File: config.mk
export PLATFORM = sky130hd
export DESIGN_NAME = eau_core
export DESIGN_NICKNAME = d
export VERILOG_FILES = /design/src/verilog/eau_pkg.sv /design/src/verilog/eau_mode_check.sv /design/src/verilog/eau_core.sv
export VERILOG_INCLUDE_DIRS = /design/src /design/src/verilog
export SDC_FILE = /design/constraint.sdc
export NUM_CORES = 1
export LEC_CHECK = 0
export ABC_AREA = 1
export BUFFER_PORTS_ARGS = -buffer_cell sky130_fd_sc_hd__buf_2
export CAP_MARGIN = 10
export CORE_ASPECT_RATIO = 1.2
export CORE_UTILIZATION = 54
export DETAILED_ROUTE_END_ITERATION = 7
export GPL_TIMING_DRIVEN = 0
export PLACE_DENSITY = 0.83
export SLEW_MARGIN = 30
export SYNTH_ARGS = -nofsm -noshare
export SYNTH_HDL_FRONTEND = slang
export SYNTH_SLANG_ARGS = --single-unit
File: constraint.sdc
create_clock -name clock -period 3 [get_ports clock]
set_input_delay 0.3 -clock clock [delete_from_list [all_inputs] [get_ports clock]]
set_output_delay 0.3 -clock clock [all_outputs]
set_load 0.02 [all_outputs]
File: src/verilog/eau_regs.svh
// Constants for the effective-address unit: operation and group counts, limits.
// Assumes inclusion by bare name from the package.
// How it works
// - Indexed modes add index X or Y to the offset, unsigned.
// - Zero-offset indexed takes no byte; the index alone is the address.
// - Short indexed adds one fetched byte to the index, 000 to 1FE.
// - Long indexed adds a two-byte offset to the index over all 64 Kbyte.
// - Indirect modes fetch the pointer named by the next byte and use it.
// - Short indirect has byte pointer address and byte pointer, 00 to FF.
// - Long indirect forms fetch a 16-bit pointer from a byte address.
// - Indirect-indexed adds the index to the fetched pointer, unsigned.
// - Short indirect-indexed: byte pointers, sum from 000 to 1FE.
// - Relative mode adds an 8-bit two's-complement offset to the PC.
// - Direct relative takes the offset from the byte after the opcode.
// - Indirect relative fetches the offset at the address that follows.
// - Relative forms serve only conditional branches, JRA, JRT, JRF and relative call.
// - Load, compare, logic, arithmetic, bit compare: short and long.
// - Read-modify-write ops, bit ops, shifts other than SLA, call and jump: short only; SLA takes no mode.
// - The decoder knows 63 operations in 13 functional groups.
`ifndef EAU_REGS_SVH
`define EAU_REGS_SVH
`define EAU_OP_COUNT    63
`define EAU_GROUP_COUNT 13
`define EAU_PAGE0_MAX   16'h00FF
`define EAU_IDX_MAX     16'h01FE
`endif

File: src/verilog/eau_pkg.sv
// Types shared by the effective-address unit.
// Assumes the constants header is on the include path.
`include "eau_regs.svh"
package eau_pkg;
  // Addressing submodes handled here
  typedef enum logic [3:0] {
    EAU_IDX0, EAU_IDX_S, EAU_IDX_L, EAU_IND_S, EAU_IND_L,
    EAU_IIX_S, EAU_IIX_L, EAU_REL_D, EAU_REL_I, EAU_DIR_S, EAU_DIR_L
  } eau_mode_e;
  // Operation families, 13 groups
  typedef enum logic [3:0] {
    EAU_G_LOAD, EAU_G_STACK, EAU_G_INCDEC, EAU_G_CMP, EAU_G_LOGIC,
    EAU_G_BIT, EAU_G_BTJ, EAU_G_ARITH, EAU_G_SHIFT, EAU_G_JUMP,
    EAU_G_CBR, EAU_G_INT, EAU_G_FLAG
  } eau_group_e;
  // Operations, 63 in all
  typedef enum logic [5:0] {
    EAU_LOAD_OP, EAU_ZERO_FILL_OP, EAU_PUSH, EAU_POP, EAU_RSP, EAU_INC,
    EAU_DEC, EAU_COMPARE_OP, EAU_SIGN_ZERO_TEST_OP, EAU_BIT_COMPARE_OP,
    EAU_AND, EAU_OR, EAU_XOR, EAU_CPL, EAU_NEG, EAU_BSET, EAU_BRES,
    EAU_BTJT, EAU_BTJF, EAU_ADC, EAU_ADD, EAU_SUB, EAU_SBC, EAU_MUL,
    EAU_SLL, EAU_SRL, EAU_SRA, EAU_RLC, EAU_RRC, EAU_SWAP, EAU_SLA,
    EAU_JRA, EAU_JRT, EAU_JRF, EAU_ABSOLUTE_JUMP_OP, EAU_CALL,
    EAU_RELATIVE_SUBROUTINE_INVOKE, EAU_NOP, EAU_RET,
    EAU_CRB_IH, EAU_CRB_IL, EAU_CRB_H, EAU_CRB_NH, EAU_CRB_M, EAU_CRB_NM,
    EAU_CRB_MI, EAU_CRB_PL, EAU_CRB_EQ, EAU_CRB_NE, EAU_CRB_C, EAU_CRB_NC,
    EAU_CRB_ULT, EAU_CRB_UGE, EAU_CRB_UGT, EAU_CRB_ULE,
    EAU_TRAP, EAU_WFI, EAU_HALT, EAU_IRET, EAU_SIM, EAU_RIM, EAU_SCF,
    EAU_RCF
  } eau_op_e;
  typedef enum logic [2:0] {
    EAU_ST_IDLE, EAU_ST_OPB0, EAU_ST_OPB1, EAU_ST_PTR0, EAU_ST_PTR1,
    EAU_ST_DONE
  } eau_state_e;
endpackage

File: src/verilog/eau_mode_check.sv
// Decides which addressing submodes an operation may use.
// Assumes the mode and operation codes of the package; purely combinational.
module eau_mode_check (
  // Request
  input  wire eau_pkg::eau_op_e   op,
  input  wire eau_pkg::eau_mode_e mode,
  // Verdict
  output logic                    legal,
  output eau_pkg::eau_group_e     group
);
  logic full_set;
  logic short_set;
  logic rel_set;
  logic is_long;
  logic is_rel;

  always_comb begin
    group = eau_pkg::EAU_G_FLAG;
    unique case (op)
      eau_pkg::EAU_LOAD_OP, eau_pkg::EAU_ZERO_FILL_OP:
        group = eau_pkg::EAU_G_LOAD;
      eau_pkg::EAU_PUSH, eau_pkg::EAU_POP, eau_pkg::EAU_RSP:
        group = eau_pkg::EAU_G_STACK;
      eau_pkg::EAU_INC, eau_pkg::EAU_DEC: group = eau_pkg::EAU_G_INCDEC;
      eau_pkg::EAU_COMPARE_OP, eau_pkg::EAU_SIGN_ZERO_TEST_OP,
      eau_pkg::EAU_BIT_COMPARE_OP: group = eau_pkg::EAU_G_CMP;
      eau_pkg::EAU_AND, eau_pkg::EAU_OR, eau_pkg::EAU_XOR, eau_pkg::EAU_CPL,
      eau_pkg::EAU_NEG: group = eau_pkg::EAU_G_LOGIC;
      eau_pkg::EAU_BSET, eau_pkg::EAU_BRES: group = eau_pkg::EAU_G_BIT;
      eau_pkg::EAU_BTJT, eau_pkg::EAU_BTJF: group = eau_pkg::EAU_G_BTJ;
      eau_pkg::EAU_ADC, eau_pkg::EAU_ADD, eau_pkg::EAU_SUB, eau_pkg::EAU_SBC,
      eau_pkg::EAU_MUL: group = eau_pkg::EAU_G_ARITH;
      eau_pkg::EAU_SLL, eau_pkg::EAU_SRL, eau_pkg::EAU_SRA, eau_pkg::EAU_RLC,
      eau_pkg::EAU_RRC, eau_pkg::EAU_SWAP, eau_pkg::EAU_SLA:
        group = eau_pkg::EAU_G_SHIFT;
      eau_pkg::EAU_JRA, eau_pkg::EAU_JRT, eau_pkg::EAU_JRF,
      eau_pkg::EAU_ABSOLUTE_JUMP_OP, eau_pkg::EAU_CALL,
      eau_pkg::EAU_RELATIVE_SUBROUTINE_INVOKE, eau_pkg::EAU_NOP,
      eau_pkg::EAU_RET: group = eau_pkg::EAU_G_JUMP;
      eau_pkg::EAU_TRAP, eau_pkg::EAU_WFI, eau_pkg::EAU_HALT,
      eau_pkg::EAU_IRET: group = eau_pkg::EAU_G_INT;
      eau_pkg::EAU_SIM, eau_pkg::EAU_RIM, eau_pkg::EAU_SCF, eau_pkg::EAU_RCF:
        group = eau_pkg::EAU_G_FLAG;
      default: group = eau_pkg::EAU_G_CBR;
    endcase
  end

  always_comb begin
    full_set = op inside {eau_pkg::EAU_LOAD_OP, eau_pkg::EAU_COMPARE_OP,
      eau_pkg::EAU_AND, eau_pkg::EAU_OR, eau_pkg::EAU_XOR, eau_pkg::EAU_ADC,
      eau_pkg::EAU_ADD, eau_pkg::EAU_SUB, eau_pkg::EAU_SBC,
      eau_pkg::EAU_BIT_COMPARE_OP};
    short_set = op inside {eau_pkg::EAU_ZERO_FILL_OP, eau_pkg::EAU_INC,
      eau_pkg::EAU_DEC, eau_pkg::EAU_SIGN_ZERO_TEST_OP, eau_pkg::EAU_CPL,
      eau_pkg::EAU_NEG, eau_pkg::EAU_BSET, eau_pkg::EAU_BRES,
      eau_pkg::EAU_BTJT, eau_pkg::EAU_BTJF, eau_pkg::EAU_SLL,
      eau_pkg::EAU_SRL, eau_pkg::EAU_SRA, eau_pkg::EAU_RLC, eau_pkg::EAU_RRC,
      eau_pkg::EAU_SWAP, eau_pkg::EAU_CALL, eau_pkg::EAU_ABSOLUTE_JUMP_OP};
    rel_set = (group == eau_pkg::EAU_G_CBR) ||
      op inside {eau_pkg::EAU_JRA, eau_pkg::EAU_JRT, eau_pkg::EAU_JRF,
      eau_pkg::EAU_RELATIVE_SUBROUTINE_INVOKE};
    is_long = mode inside {eau_pkg::EAU_IDX_L, eau_pkg::EAU_IND_L,
      eau_pkg::EAU_IIX_L, eau_pkg::EAU_DIR_L};
    is_rel = mode inside {eau_pkg::EAU_REL_D, eau_pkg::EAU_REL_I};
    legal = is_rel ? rel_set : (full_set || (short_set && !is_long));
  end
endmodule

File: src/verilog/eau_core.sv
// Effective-address unit: fetches operand bytes and pointers over the
// memory port and forms the operand address or branch target.
// Assumes a memory that answers one read per request with rd_valid.
module eau_core (
  // Clock and reset
  input  wire logic               clock,
  input  wire logic               rst_n,
  // Request from the instruction sequencer
  input  wire logic               start,
  input  wire eau_pkg::eau_op_e   op,
  input  wire eau_pkg::eau_mode_e mode,
  input  wire logic               use_y,
  input  wire logic [7:0]         idx_x,
  input  wire logic [7:0]         idx_y,
  input  wire logic [15:0]        pc_next,
  // Memory read port
  output logic                    rd_req,
  output logic [15:0]             rd_addr,
  input  wire logic               rd_valid,
  input  wire logic [7:0]         rd_data,
  // Result
  output logic                    busy,
  output logic                    done,
  output logic                    illegal,
  output logic [15:0]             ea,
  output logic [3:0]              op_group,
  output logic [1:0]              extra_bytes
);
  typedef struct packed {
    eau_pkg::eau_state_e st;
    eau_pkg::eau_mode_e  mode;
    logic [7:0]          idx;
    logic [15:0]         pc;
    logic [15:0]         fetch_pc;
    logic [7:0]          b0;
    logic [7:0]          b1;
    logic [7:0]          p0;
    logic                done;
    logic                illegal;
    logic [15:0]         ea;
    logic [1:0]          extra;
  } eau_state_s;

  eau_state_s s_r;
  eau_state_s s_nxt;
  logic       legal;
  eau_pkg::eau_group_e grp;

  eau_mode_check u_check (
    .op    (op),
    .mode  (mode),
    .legal (legal),
    .group (grp)
  );

  // Unsigned base-plus-index sum; a byte base keeps the carry as bit 8, a word base wraps at 16 bits
  function automatic logic [15:0] idx_add(input logic [15:0] base,
                                          input logic [7:0] idx);
    idx_add = base + {8'h00, idx};
  endfunction

  // Operand bytes following the opcode for each submode
  function automatic logic [1:0] opnd_len(input eau_pkg::eau_mode_e m);
    unique case (m)
      eau_pkg::EAU_IDX0: opnd_len = 2'h0;
      eau_pkg::EAU_IDX_L, eau_pkg::EAU_DIR_L: opnd_len = 2'h2;
      default: opnd_len = 2'h1;
    endcase
  endfunction

  always_comb begin
    s_nxt = s_r;
    s_nxt.done = 1'b0;
    rd_req = 1'b0;
    rd_addr = s_r.fetch_pc;
    unique case (s_r.st)
      eau_pkg::EAU_ST_IDLE: begin
        if (start) begin
          s_nxt.mode = mode;
          s_nxt.idx = use_y ? idx_y : idx_x;
          s_nxt.pc = pc_next;
          s_nxt.fetch_pc = pc_next;
          s_nxt.extra = opnd_len(mode);
          s_nxt.b0 = 8'h00;
          s_nxt.b1 = 8'h00;
          s_nxt.p0 = 8'h00;
          s_nxt.illegal = !legal;
          if (!legal) begin
            s_nxt.st = eau_pkg::EAU_ST_DONE;
          end else if (mode == eau_pkg::EAU_IDX0) begin
            s_nxt.st = eau_pkg::EAU_ST_DONE;
          end else begin
            s_nxt.st = eau_pkg::EAU_ST_OPB0;
          end
        end
      end
      eau_pkg::EAU_ST_OPB0: begin
        rd_req = 1'b1;
        rd_addr = s_r.fetch_pc;
        if (rd_valid) begin
          s_nxt.b0 = rd_data;
          s_nxt.fetch_pc = s_r.fetch_pc + 16'h0001;
          unique case (s_r.mode)
            eau_pkg::EAU_IDX_L, eau_pkg::EAU_DIR_L:
              s_nxt.st = eau_pkg::EAU_ST_OPB1;
            eau_pkg::EAU_IND_S, eau_pkg::EAU_IND_L, eau_pkg::EAU_IIX_S,
            eau_pkg::EAU_IIX_L, eau_pkg::EAU_REL_I:
              s_nxt.st = eau_pkg::EAU_ST_PTR0;
            default: s_nxt.st = eau_pkg::EAU_ST_DONE;
          endcase
        end
      end
      eau_pkg::EAU_ST_OPB1: begin
        rd_req = 1'b1;
        rd_addr = s_r.fetch_pc;
        if (rd_valid) begin
          s_nxt.b1 = rd_data;
          s_nxt.st = eau_pkg::EAU_ST_DONE;
        end
      end
      eau_pkg::EAU_ST_PTR0: begin
        rd_req = 1'b1;
        rd_addr = {8'h00, s_r.b0};
        if (rd_valid) begin
          s_nxt.p0 = rd_data;
          if (s_r.mode inside {eau_pkg::EAU_IND_L, eau_pkg::EAU_IIX_L}) begin
            s_nxt.st = eau_pkg::EAU_ST_PTR1;
          end else begin
            s_nxt.st = eau_pkg::EAU_ST_DONE;
          end
        end
      end
      eau_pkg::EAU_ST_PTR1: begin
        rd_req = 1'b1;
        rd_addr = {8'h00, s_r.b0 + 8'h01};
        if (rd_valid) begin
          s_nxt.b1 = rd_data;
          s_nxt.st = eau_pkg::EAU_ST_DONE;
        end
      end
      eau_pkg::EAU_ST_DONE: begin
        s_nxt.done = 1'b1;
        s_nxt.st = eau_pkg::EAU_ST_IDLE;
        if (s_r.illegal) begin
          s_nxt.ea = 16'h0000;
        end else begin
          unique case (s_r.mode)
            eau_pkg::EAU_IDX0:
              s_nxt.ea = {8'h00, s_r.idx};
            eau_pkg::EAU_IDX_S:
              s_nxt.ea = idx_add({8'h00, s_r.b0}, s_r.idx);
            eau_pkg::EAU_IDX_L:
              s_nxt.ea = idx_add({s_r.b0, s_r.b1}, s_r.idx);
            eau_pkg::EAU_IND_S:
              s_nxt.ea = {8'h00, s_r.p0};
            eau_pkg::EAU_IND_L:
              s_nxt.ea = {s_r.p0, s_r.b1};
            eau_pkg::EAU_IIX_S:
              s_nxt.ea = idx_add({8'h00, s_r.p0}, s_r.idx);
            eau_pkg::EAU_IIX_L:
              s_nxt.ea = idx_add({s_r.p0, s_r.b1}, s_r.idx);
            eau_pkg::EAU_REL_D:
              s_nxt.ea = s_r.fetch_pc + {{8{s_r.b0[7]}}, s_r.b0};
            eau_pkg::EAU_REL_I:
              s_nxt.ea = s_r.fetch_pc + {{8{s_r.p0[7]}}, s_r.p0};
            eau_pkg::EAU_DIR_S:
              s_nxt.ea = {8'h00, s_r.b0};
            eau_pkg::EAU_DIR_L:
              s_nxt.ea = {s_r.b0, s_r.b1};
            default: s_nxt.ea = 16'h0000;
          endcase
        end
      end
      default: s_nxt.st = eau_pkg::EAU_ST_IDLE;
    endcase
  end

  always_ff @(posedge clock or negedge rst_n) begin
    if (!rst_n) begin
      s_r <= '0;
    end else begin
      s_r <= s_nxt;
    end
  end

  assign busy        = (s_r.st != eau_pkg::EAU_ST_IDLE);
  assign done        = s_r.done;
  assign illegal     = s_r.illegal;
  assign ea          = s_r.ea;
  assign extra_bytes = s_r.extra;
  assign op_group    = grp;
endmodule

==> results of run 1 <==
==> cells in the mapped netlist, drive strengths merged (2+ instances only) <==
| master | number | area, um^2 |
|---|---|---|
| inv | 145 | 544 |
| o21a | 2 | 15.0 |
| dfrtp | 75 | 1880 |
| clkbuf | 11 | 41.3 |
| xor2 | 6 | 52.6 |
| o21bai | 6 | 45.0 |
| nand4 | 15 | 93.8 |
| nor2 | 88 | 378 |
| o211ai | 10 | 75.1 |
| o21ai | 94 | 478 |
| nor4 | 2 | 12.5 |
| clkinv | 2 | 7.51 |
| a221oi | 6 | 52.6 |
| nor3 | 14 | 81.3 |
| a21oi | 46 | 230 |
| ha | 42 | 526 |
| fa | 3 | 60.1 |
| o22ai | 20 | 125 |
| or2 | 9 | 56.3 |
| nand3 | 113 | 571 |
| nand2 | 301 | 1150 |
| o221ai | 9 | 78.8 |
| nand3b | 9 | 67.6 |
| a21o | 3 | 22.5 |
| buf | 33 | 221 |
| a31oi | 15 | 93.8 |
==> layout by cell type, fill, tap and decap left out, types with 20 or more instances in the layout <==
| master | count |
|---|---|
| a21oi_1 | 46 |
| buf_2 | 107 |
| buf_4 | 25 |
| dfrtp_1 | 73 |
| ha_1 | 42 |
| inv_1 | 139 |
| nand2_1 | 291 |
| nand3_1 | 112 |
| nor2_1 | 78 |
| o21ai_0 | 88 |
| o22ai_1 | 20 |
==> kinds of logic after synthesis <==
group | synth area share, %
fa+ha+maj | 8.35
xor+xnor | 0.875
buf+inv | 11.6
simple gates | 34.5
compound gates | 17.9
flops | 26.8
==> stage by stage <==
step | setup WS, ps | cells | TNS (ps)
global placement | -407 | 1345 | -2250
floorplan | 134 | 1085 | 0
CTS | -11.6 | 1362 | -11.6
detailed placement | -408 | 1346 | -2380
finish | 117 | 1366 | 0
global route | -71.6 | 1366 | -84.9
==> layout make-up <==
| type | count | area [um^2] | area share (%) |
|---|---|---|---|
| plain buffers | 43 | 267 | 3.30 |
| clock buffers | 10 | 229 | 2.83 |
| clock inverters | 6 | 42.5 | 0.526 |
| inverters | 147 | 552 | 6.83 |
| multi-input cells | 819 | 4360 | 53.9 |
| flip-flops and latches | 75 | 1880 | 23.3 |
| well taps | 164 | 205 | 2.54 |
| repair buffers | 102 | 551 | 6.81 |
==> worst paths after layout <==
kind | cells after the start | startpoint | end
max in group asynchronous | 3 | rst_n | illegal
hold reg to reg | 2 | ea[10] | ea[10]
min in group asynchronous | 2 | rst_n | ea[8]
setup reg to reg | 17 | s_r[84] | ea[5]
hold / removal | 3 | pc_next[4] | s_r[48]
setup / recovery | 17 | s_r[84] | ea[5]
==> tightest hold or removal path: stages <==
cell and delay (ps):
buf_2 90, nand2_1 50, a31oi_1 60
==> registers in the layout, summed over array words and instances, names as in the netlist <==
name,cells
s_r,55
done,1
ea,16
extra_bytes,2
illegal,1
==> layer usage <==
metal  up-vias  GRT usage [%]  share of wire [%]
met5         -              0                  0
met4         0           12.5                2.9
met3        55           4.68                7.8
met2       367           56.7                 48
met1      3587           42.7                 41
li1       3830              -                  -
==> power by group <==
group	internal (mW)	switching, mW
clock network	0.561	0.473
logic	1.68	3.21
registers	1.39	0.449
total	3.63	4.14
==> what timing repair did <==
item	in CTS	in global routing
buffers inserted	0	4
hold buffers	1	0
endpoints found under the setup margin	9	11
gates resized for setup	10	9
endpoints found under the hold margin	26	0
pin swaps	0	4
==> flow_metrics.py, run 1 <==
metrics = {
    "critical_path": {
        "cpMostUsedCell": "nand2_1",
        "worst_ep_arrival_time_ps": 3130,
        "regToRegSetupSlack_ps": 120,
        "cp_top_family": "simple AND/OR/NAND/NOR gates",
        "worstSetupStartpointType": "flop",
        "timing.critical_path.slowest_stage_cell": "dfrtp_2",
        "worstSetupEndpointType": "flop",
        "critical_path_buffer_and_inverter_count": 3,
        "timing.critical_path.cells": "inv_2, nor2_2, inv_1, nor2_4, buf_6, o21ai_0, ha_1, a21oi_1, nand2_1, nand2_1, nor2_1, or2_2, or2_2, nand2_1, nand4_1, nand2_1, nand2_1",
        "worst_path_largest_cell_delay_ps": 440,
        "worstPathRequired_ps": 3250,
        "critical_path_class": "flop to flop",
        "critical_path.max_fanout": 10,
    },
    "sta": {
        "worstMarginPinSlew_ps": 561,
        "setup_viol": 0,
        "skew_ps": 9.57,
        "rsz0062_at_grt": "yes",
        "timing.final.max_slew_violations": 0,
        "slew_headroom_pct": 62.5,
        "hold_slack_ps": 195,
        "hold_viol": 0,
        "post-route-min-period_ps": 2880,
        "timing.final.crit_share_pct": 96.1,
        "maxClockFrequency_mhz": 347,
    },
    "place": {
        "dpl-instance-area_um2": 7720,
        "post_detailed_placement_half_perimeter_wirelength_um": 17200,
        "buffer_ports.inserted": 96,
        "gp_congestion": 1.01,
    },
    "detailed_routing": {
        "first_pass_iters": 6,
        "vias": 7839,
        "postRouteAntennaNets": 0,
        "totalWireLength_um": 21700,
        "detailedRoute.firstIterationViolations": 596,
        "drc_errors": 0,
        "via_density_per_instance": 5.74,
        "wl_per_instance_um": 15.9,
    },
    "global_route": {
        "grt_antenna_before_repair": 0,
        "vias_in_the_first_global_route": 7184,
        "grt_max_degree": 50,
        "grt_first_pass_wirelength_um": 35200,
        "grt.overflow.total": 0,
        "grt_util_all_layers_pct": 33.3,
    },
    "power": {
        "leakagePower_nw": 4.22,
        "total_power_mw": 7.77,
        "pd_cells_nw_per_um2": 961,
        "power.ir.vdd_worst_uv": 704,
    },
    "yosys": {
        "netlist_instances": 1085,
        "yosysUniqueCellTypes": 42,
        "ys_seq_area_share_pct": 26.8,
        "synth.cell_area_um2": 7010,
        "synth-edff-count": 0,
        "yosys_warnings": 0,
        "yosys_register_bits": 75,
        "primary_flip_flop_cell_chosen_by_synthesis_mapping": "dfrtp_1",
        "synthesis.area_per_instance_um2": 6.46,
        "syn-num-nets": 1185,
        "postSynth.asyncResetShare_pct": 100,
    },
    "clocking": {
        "cts-buffers-inserted": 9,
        "cts_tree": "built",
        "clock_tree.root_cell": "clkbuf_16",
        "clk_latency_ps": 350,
        "worst_setup_hold_path_clk_slew_ps": 70,
        "cts-htree-levels": 3,
        "clockBufferDepth": 2,
        "clkSinkCount": 75,
    },
    "hold_path": {
        "timing.hold.worst.class": "input pin to flop",
    },
    "layout": {
        "fraction_of_layout_instances_using_a_drive_strength_above_1_pct": 16.1,
        "area.growth.synth_to_final_pct": 15.3,
        "postLayoutCellArea_um2": 8080,
        "finalNetCount": 1297,
        "num-fill-cells": 1233,
        "utilization_pct": 63.8,
        "num_antenna_cells": 0,
    },
    "floorplanning": {
        "core_um2": 12700,
        "die_height_um": 127,
        "fp.dieW_um": 106,
        "fp-row-count": 45,
        "io_pins": 97,
        "initial_core_util_pct": 55.3,
        "die-area_um2": 13400,
    },
    "run_status": {
        "run_status": "finished clean",
    },
    "flow_run": {
        "cap_violations": 0,
    },
}
Note: power is estimated with default switching activity, not from simulation.
==> inputs of run 2 (changes only) <==
CORE_UTILIZATION = 27   (was 54)
PLACE_DENSITY = 0.49   (was 0.83)
clock period = 2.6 ns   (was 3 ns; I/O delays follow)
==> run 2 against run 1 <==
Against the previous run:
- the flow now finishes with violations (setup timing)
- flip-flop and latch count unchanged
- die area up 98%
- global-route usage fell by 14 points
- register-to-register slack worse by 140 ps
- first-iteration DRC count fell by 32%
- power increased by 33%
- clock skew grew 1.4 ps
- non-clock buffer count up 42
- sequential power is 18% higher
- via count shrank 1.5%
- core utilization down 28 points
- hold slack got worse by 52 ps
- critical path type unchanged
- largest power group unchanged
==> flow_metrics.py, run 2 (synthesis results as in run 1) <==
metrics = {
    "run_status": {
        "run_status": "complete, but fails checks",
        "violated_checks": "setup timing",
    },
    "clocking": {
        "cts-buffers-inserted": 9,
        "cts_tree": "built",
        "clockBufferDepth": 2,
        "clock_tree.root_cell": "clkbuf_16",
        "clkSinkCount": 75,
        "worst_setup_hold_path_clk_slew_ps": 70,
        "clk_latency_ps": 360,
        "cts-htree-levels": 3,
    },
    "power": {
        "leakagePower_nw": 4.51,
        "pd_cells_nw_per_um2": 1120,
        "power.ir.vdd_worst_uv": 368,
        "total_power_mw": 10.3,
    },
    "detailed_routing": {
        "via_density_per_instance": 4.91,
        "vias": 7721,
        "postRouteAntennaNets": 0,
        "detailedRoute.firstIterationViolations": 407,
        "totalWireLength_um": 25200,
        "wl_per_instance_um": 16.0,
        "drc_errors": 0,
        "first_pass_iters": 5,
    },
    "sta": {
        "timing.final.max_slew_violations": 0,
        "worst_path_setup_slack_after_routing_ps": -18.4,
        "skew_ps": 11.0,
        "worstMarginPinSlew_ps": 596,
        "setup_viol": 3,
        "rsz0062_at_grt": "yes",
        "maxClockFrequency_mhz": 382,
        "timing.final.crit_share_pct": 101,
        "slew_headroom_pct": 59.9,
        "post-route-min-period_ps": 2620,
        "hold_viol": 0,
    },
    "critical_path": {
        "regToRegStartpoint": "s_r[85]",
        "r2r-end": "ea[15]",
        "critical_path_buffer_and_inverter_count": 4,
        "critical_path.max_fanout": 6,
        "worst_ep_arrival_time_ps": 2860,
        "regToRegSetupSlack_ps": -20,
        "cpMostUsedCell": "buf_6",
        "worstSetupEndpointType": "flop",
        "worst_path_largest_cell_delay_ps": 460,
        "cp_top_family": "simple AND/OR/NAND/NOR gates",
        "worst-r2r-cell-count": 16,
        "critical_path_class": "flop to flop",
        "timing.critical_path.slowest_stage_cell": "dfrtp_2",
        "timing.critical_path.cells": "nor2_4, nand2_4, buf_6, o21ai_4, buf_6, buf_6, buf_6, ha_4, a21oi_4, o21ai_1, a21oi_1, nand3_1, nand3_1, nand3_2, nand2_1, nand2_1",
        "worstPathRequired_ps": 2850,
        "worstSetupStartpointType": "flop",
    },
    "hold_path": {
        "hold_path_end": "s_r[77]",
        "worst_hold_path.num_cells": 3,
        "min-delay-start": "idx_x[1]",
        "timing.hold.worst.class": "input pin to flop",
    },
    "place": {
        "gp_congestion": 0.889,
        "post_detailed_placement_half_perimeter_wirelength_um": 19800,
        "dpl-instance-area_um2": 7990,
        "buffer_ports.inserted": 96,
    },
    "floorplanning": {
        "core_um2": 25500,
        "initial_core_util_pct": 27.5,
        "die-area_um2": 26600,
        "fp-row-count": 64,
        "fp.dieW_um": 149,
        "io_pins": 97,
        "die_height_um": 179,
    },
    "global_route": {
        "grt_util_all_layers_pct": 19.3,
        "vias_in_the_first_global_route": 7403,
        "grt_antenna_before_repair": 0,
        "grt_first_pass_wirelength_um": 39600,
        "grt.overflow.total": 0,
        "grt_max_degree": 48,
    },
    "layout": {
        "regMostFlops": "s_r",
        "area.growth.synth_to_final_pct": 30.9,
        "utilization_pct": 36.0,
        "num_antenna_cells": 0,
        "fraction_of_layout_instances_using_a_drive_strength_above_1_pct": 26.0,
        "most_common_library_cell_in_the_layout_ignoring_fill_and_taps": "nand2_1",
        "postLayoutCellArea_um2": 9180,
        "layout_common_cells": "nand2_1 (270), inv_1 (132), buf_2 (107)",
        "num-fill-cells": 2803,
        "finalNetCount": 1339,
        "largest_register_ff_count": 55,
    },
    "flow_run": {
        "cap_violations": 0,
    },
}
-- run 2: changes by cell type in the layout (fill, tap and decap cells not counted), moves of 12 or more --
cell     before  now
nand2_1     291  270
buf_4        25   54
o21ai_0      88   72
a21oi_1      46   34
ha_1         42   27
ha_4          0   14
nand2_2       9   27
-- run 2: how the worst max path moves through the flow --
stage                        from      to  slack (ps)  depth (start not counted)
after floorplan           s_r[84]   ea[5]         -10                         17
after global placement    s_r[84]   ea[5]        -460                         17
after detailed placement  s_r[84]   ea[5]        -500                         17
after CTS                 s_r[85]  ea[12]         -20                         19
after global routing      s_r[85]  ea[14]        -200                         17
final                     s_r[85]  ea[15]         -20                         16
-- run 2: routing by layer --
layer | GRT usage, % | part of all wire, %
met1 | 24.8 | 45
met4 | 7.36 | 2.9
met3 | 2.10 | 4.3
met5 | 0 | 0
met2 | 32.9 | 48
-- run 2: layout make-up --
type	count	area [um^2]	area share (%)
buffer	44	285	3.11
clock inverter	7	58.8	0.641
tap	330	413	4.50
multi-input combinational	819	4840	52.8
sequential	75	1880	20.5
clock buffer	9	225	2.45
timing repair buffer	143	912	9.94
inverter	147	557	6.07
-- run 2: power by group --
part           internal, mW  switching, mW  leakage [nW]  total, mW
Sequential             1.60          0.562         0.966       2.17
Clock                 0.664          0.594         0.139       1.26
Combinational          2.66           4.24          3.40       6.90
Total                  4.93           5.39          4.51       10.3
-- run 2: repair_timing --
action / CTS / global route
gates resized for setup: 67 / 77
endpoints found under the setup margin: 16 / 24
gates cloned: 1 / 0
setup buffers: 26 / 18
hold buffers: 1 / 0
hold endpoints to repair: 28 / 0
pin swaps: 30 / 41
-- run 2: tightest hold or removal path: cells and delay by family --
| kind | cells | cell delay, ps |
|---|---|---|
| buffers and inverters | 1 | 80 |
| AOI/OAI and AO/OA | 2 | 120 |
-- run 2: per-stage QoR --
step	std cells	setup TNS, ps	hold slack (ps)	setup slack [ps]
3_5_place_dp	1512	-3750	160	-496
2_1_floorplan	1085	-12.5	-35.6	-12.5
4_1_cts	1556	-33.0	142	-21.2
5_1_grt	1574	-1200	160	-200
6_report	1574	-30.3	143	-18.4
3_3_place_gp	1511	-3480	467	-459
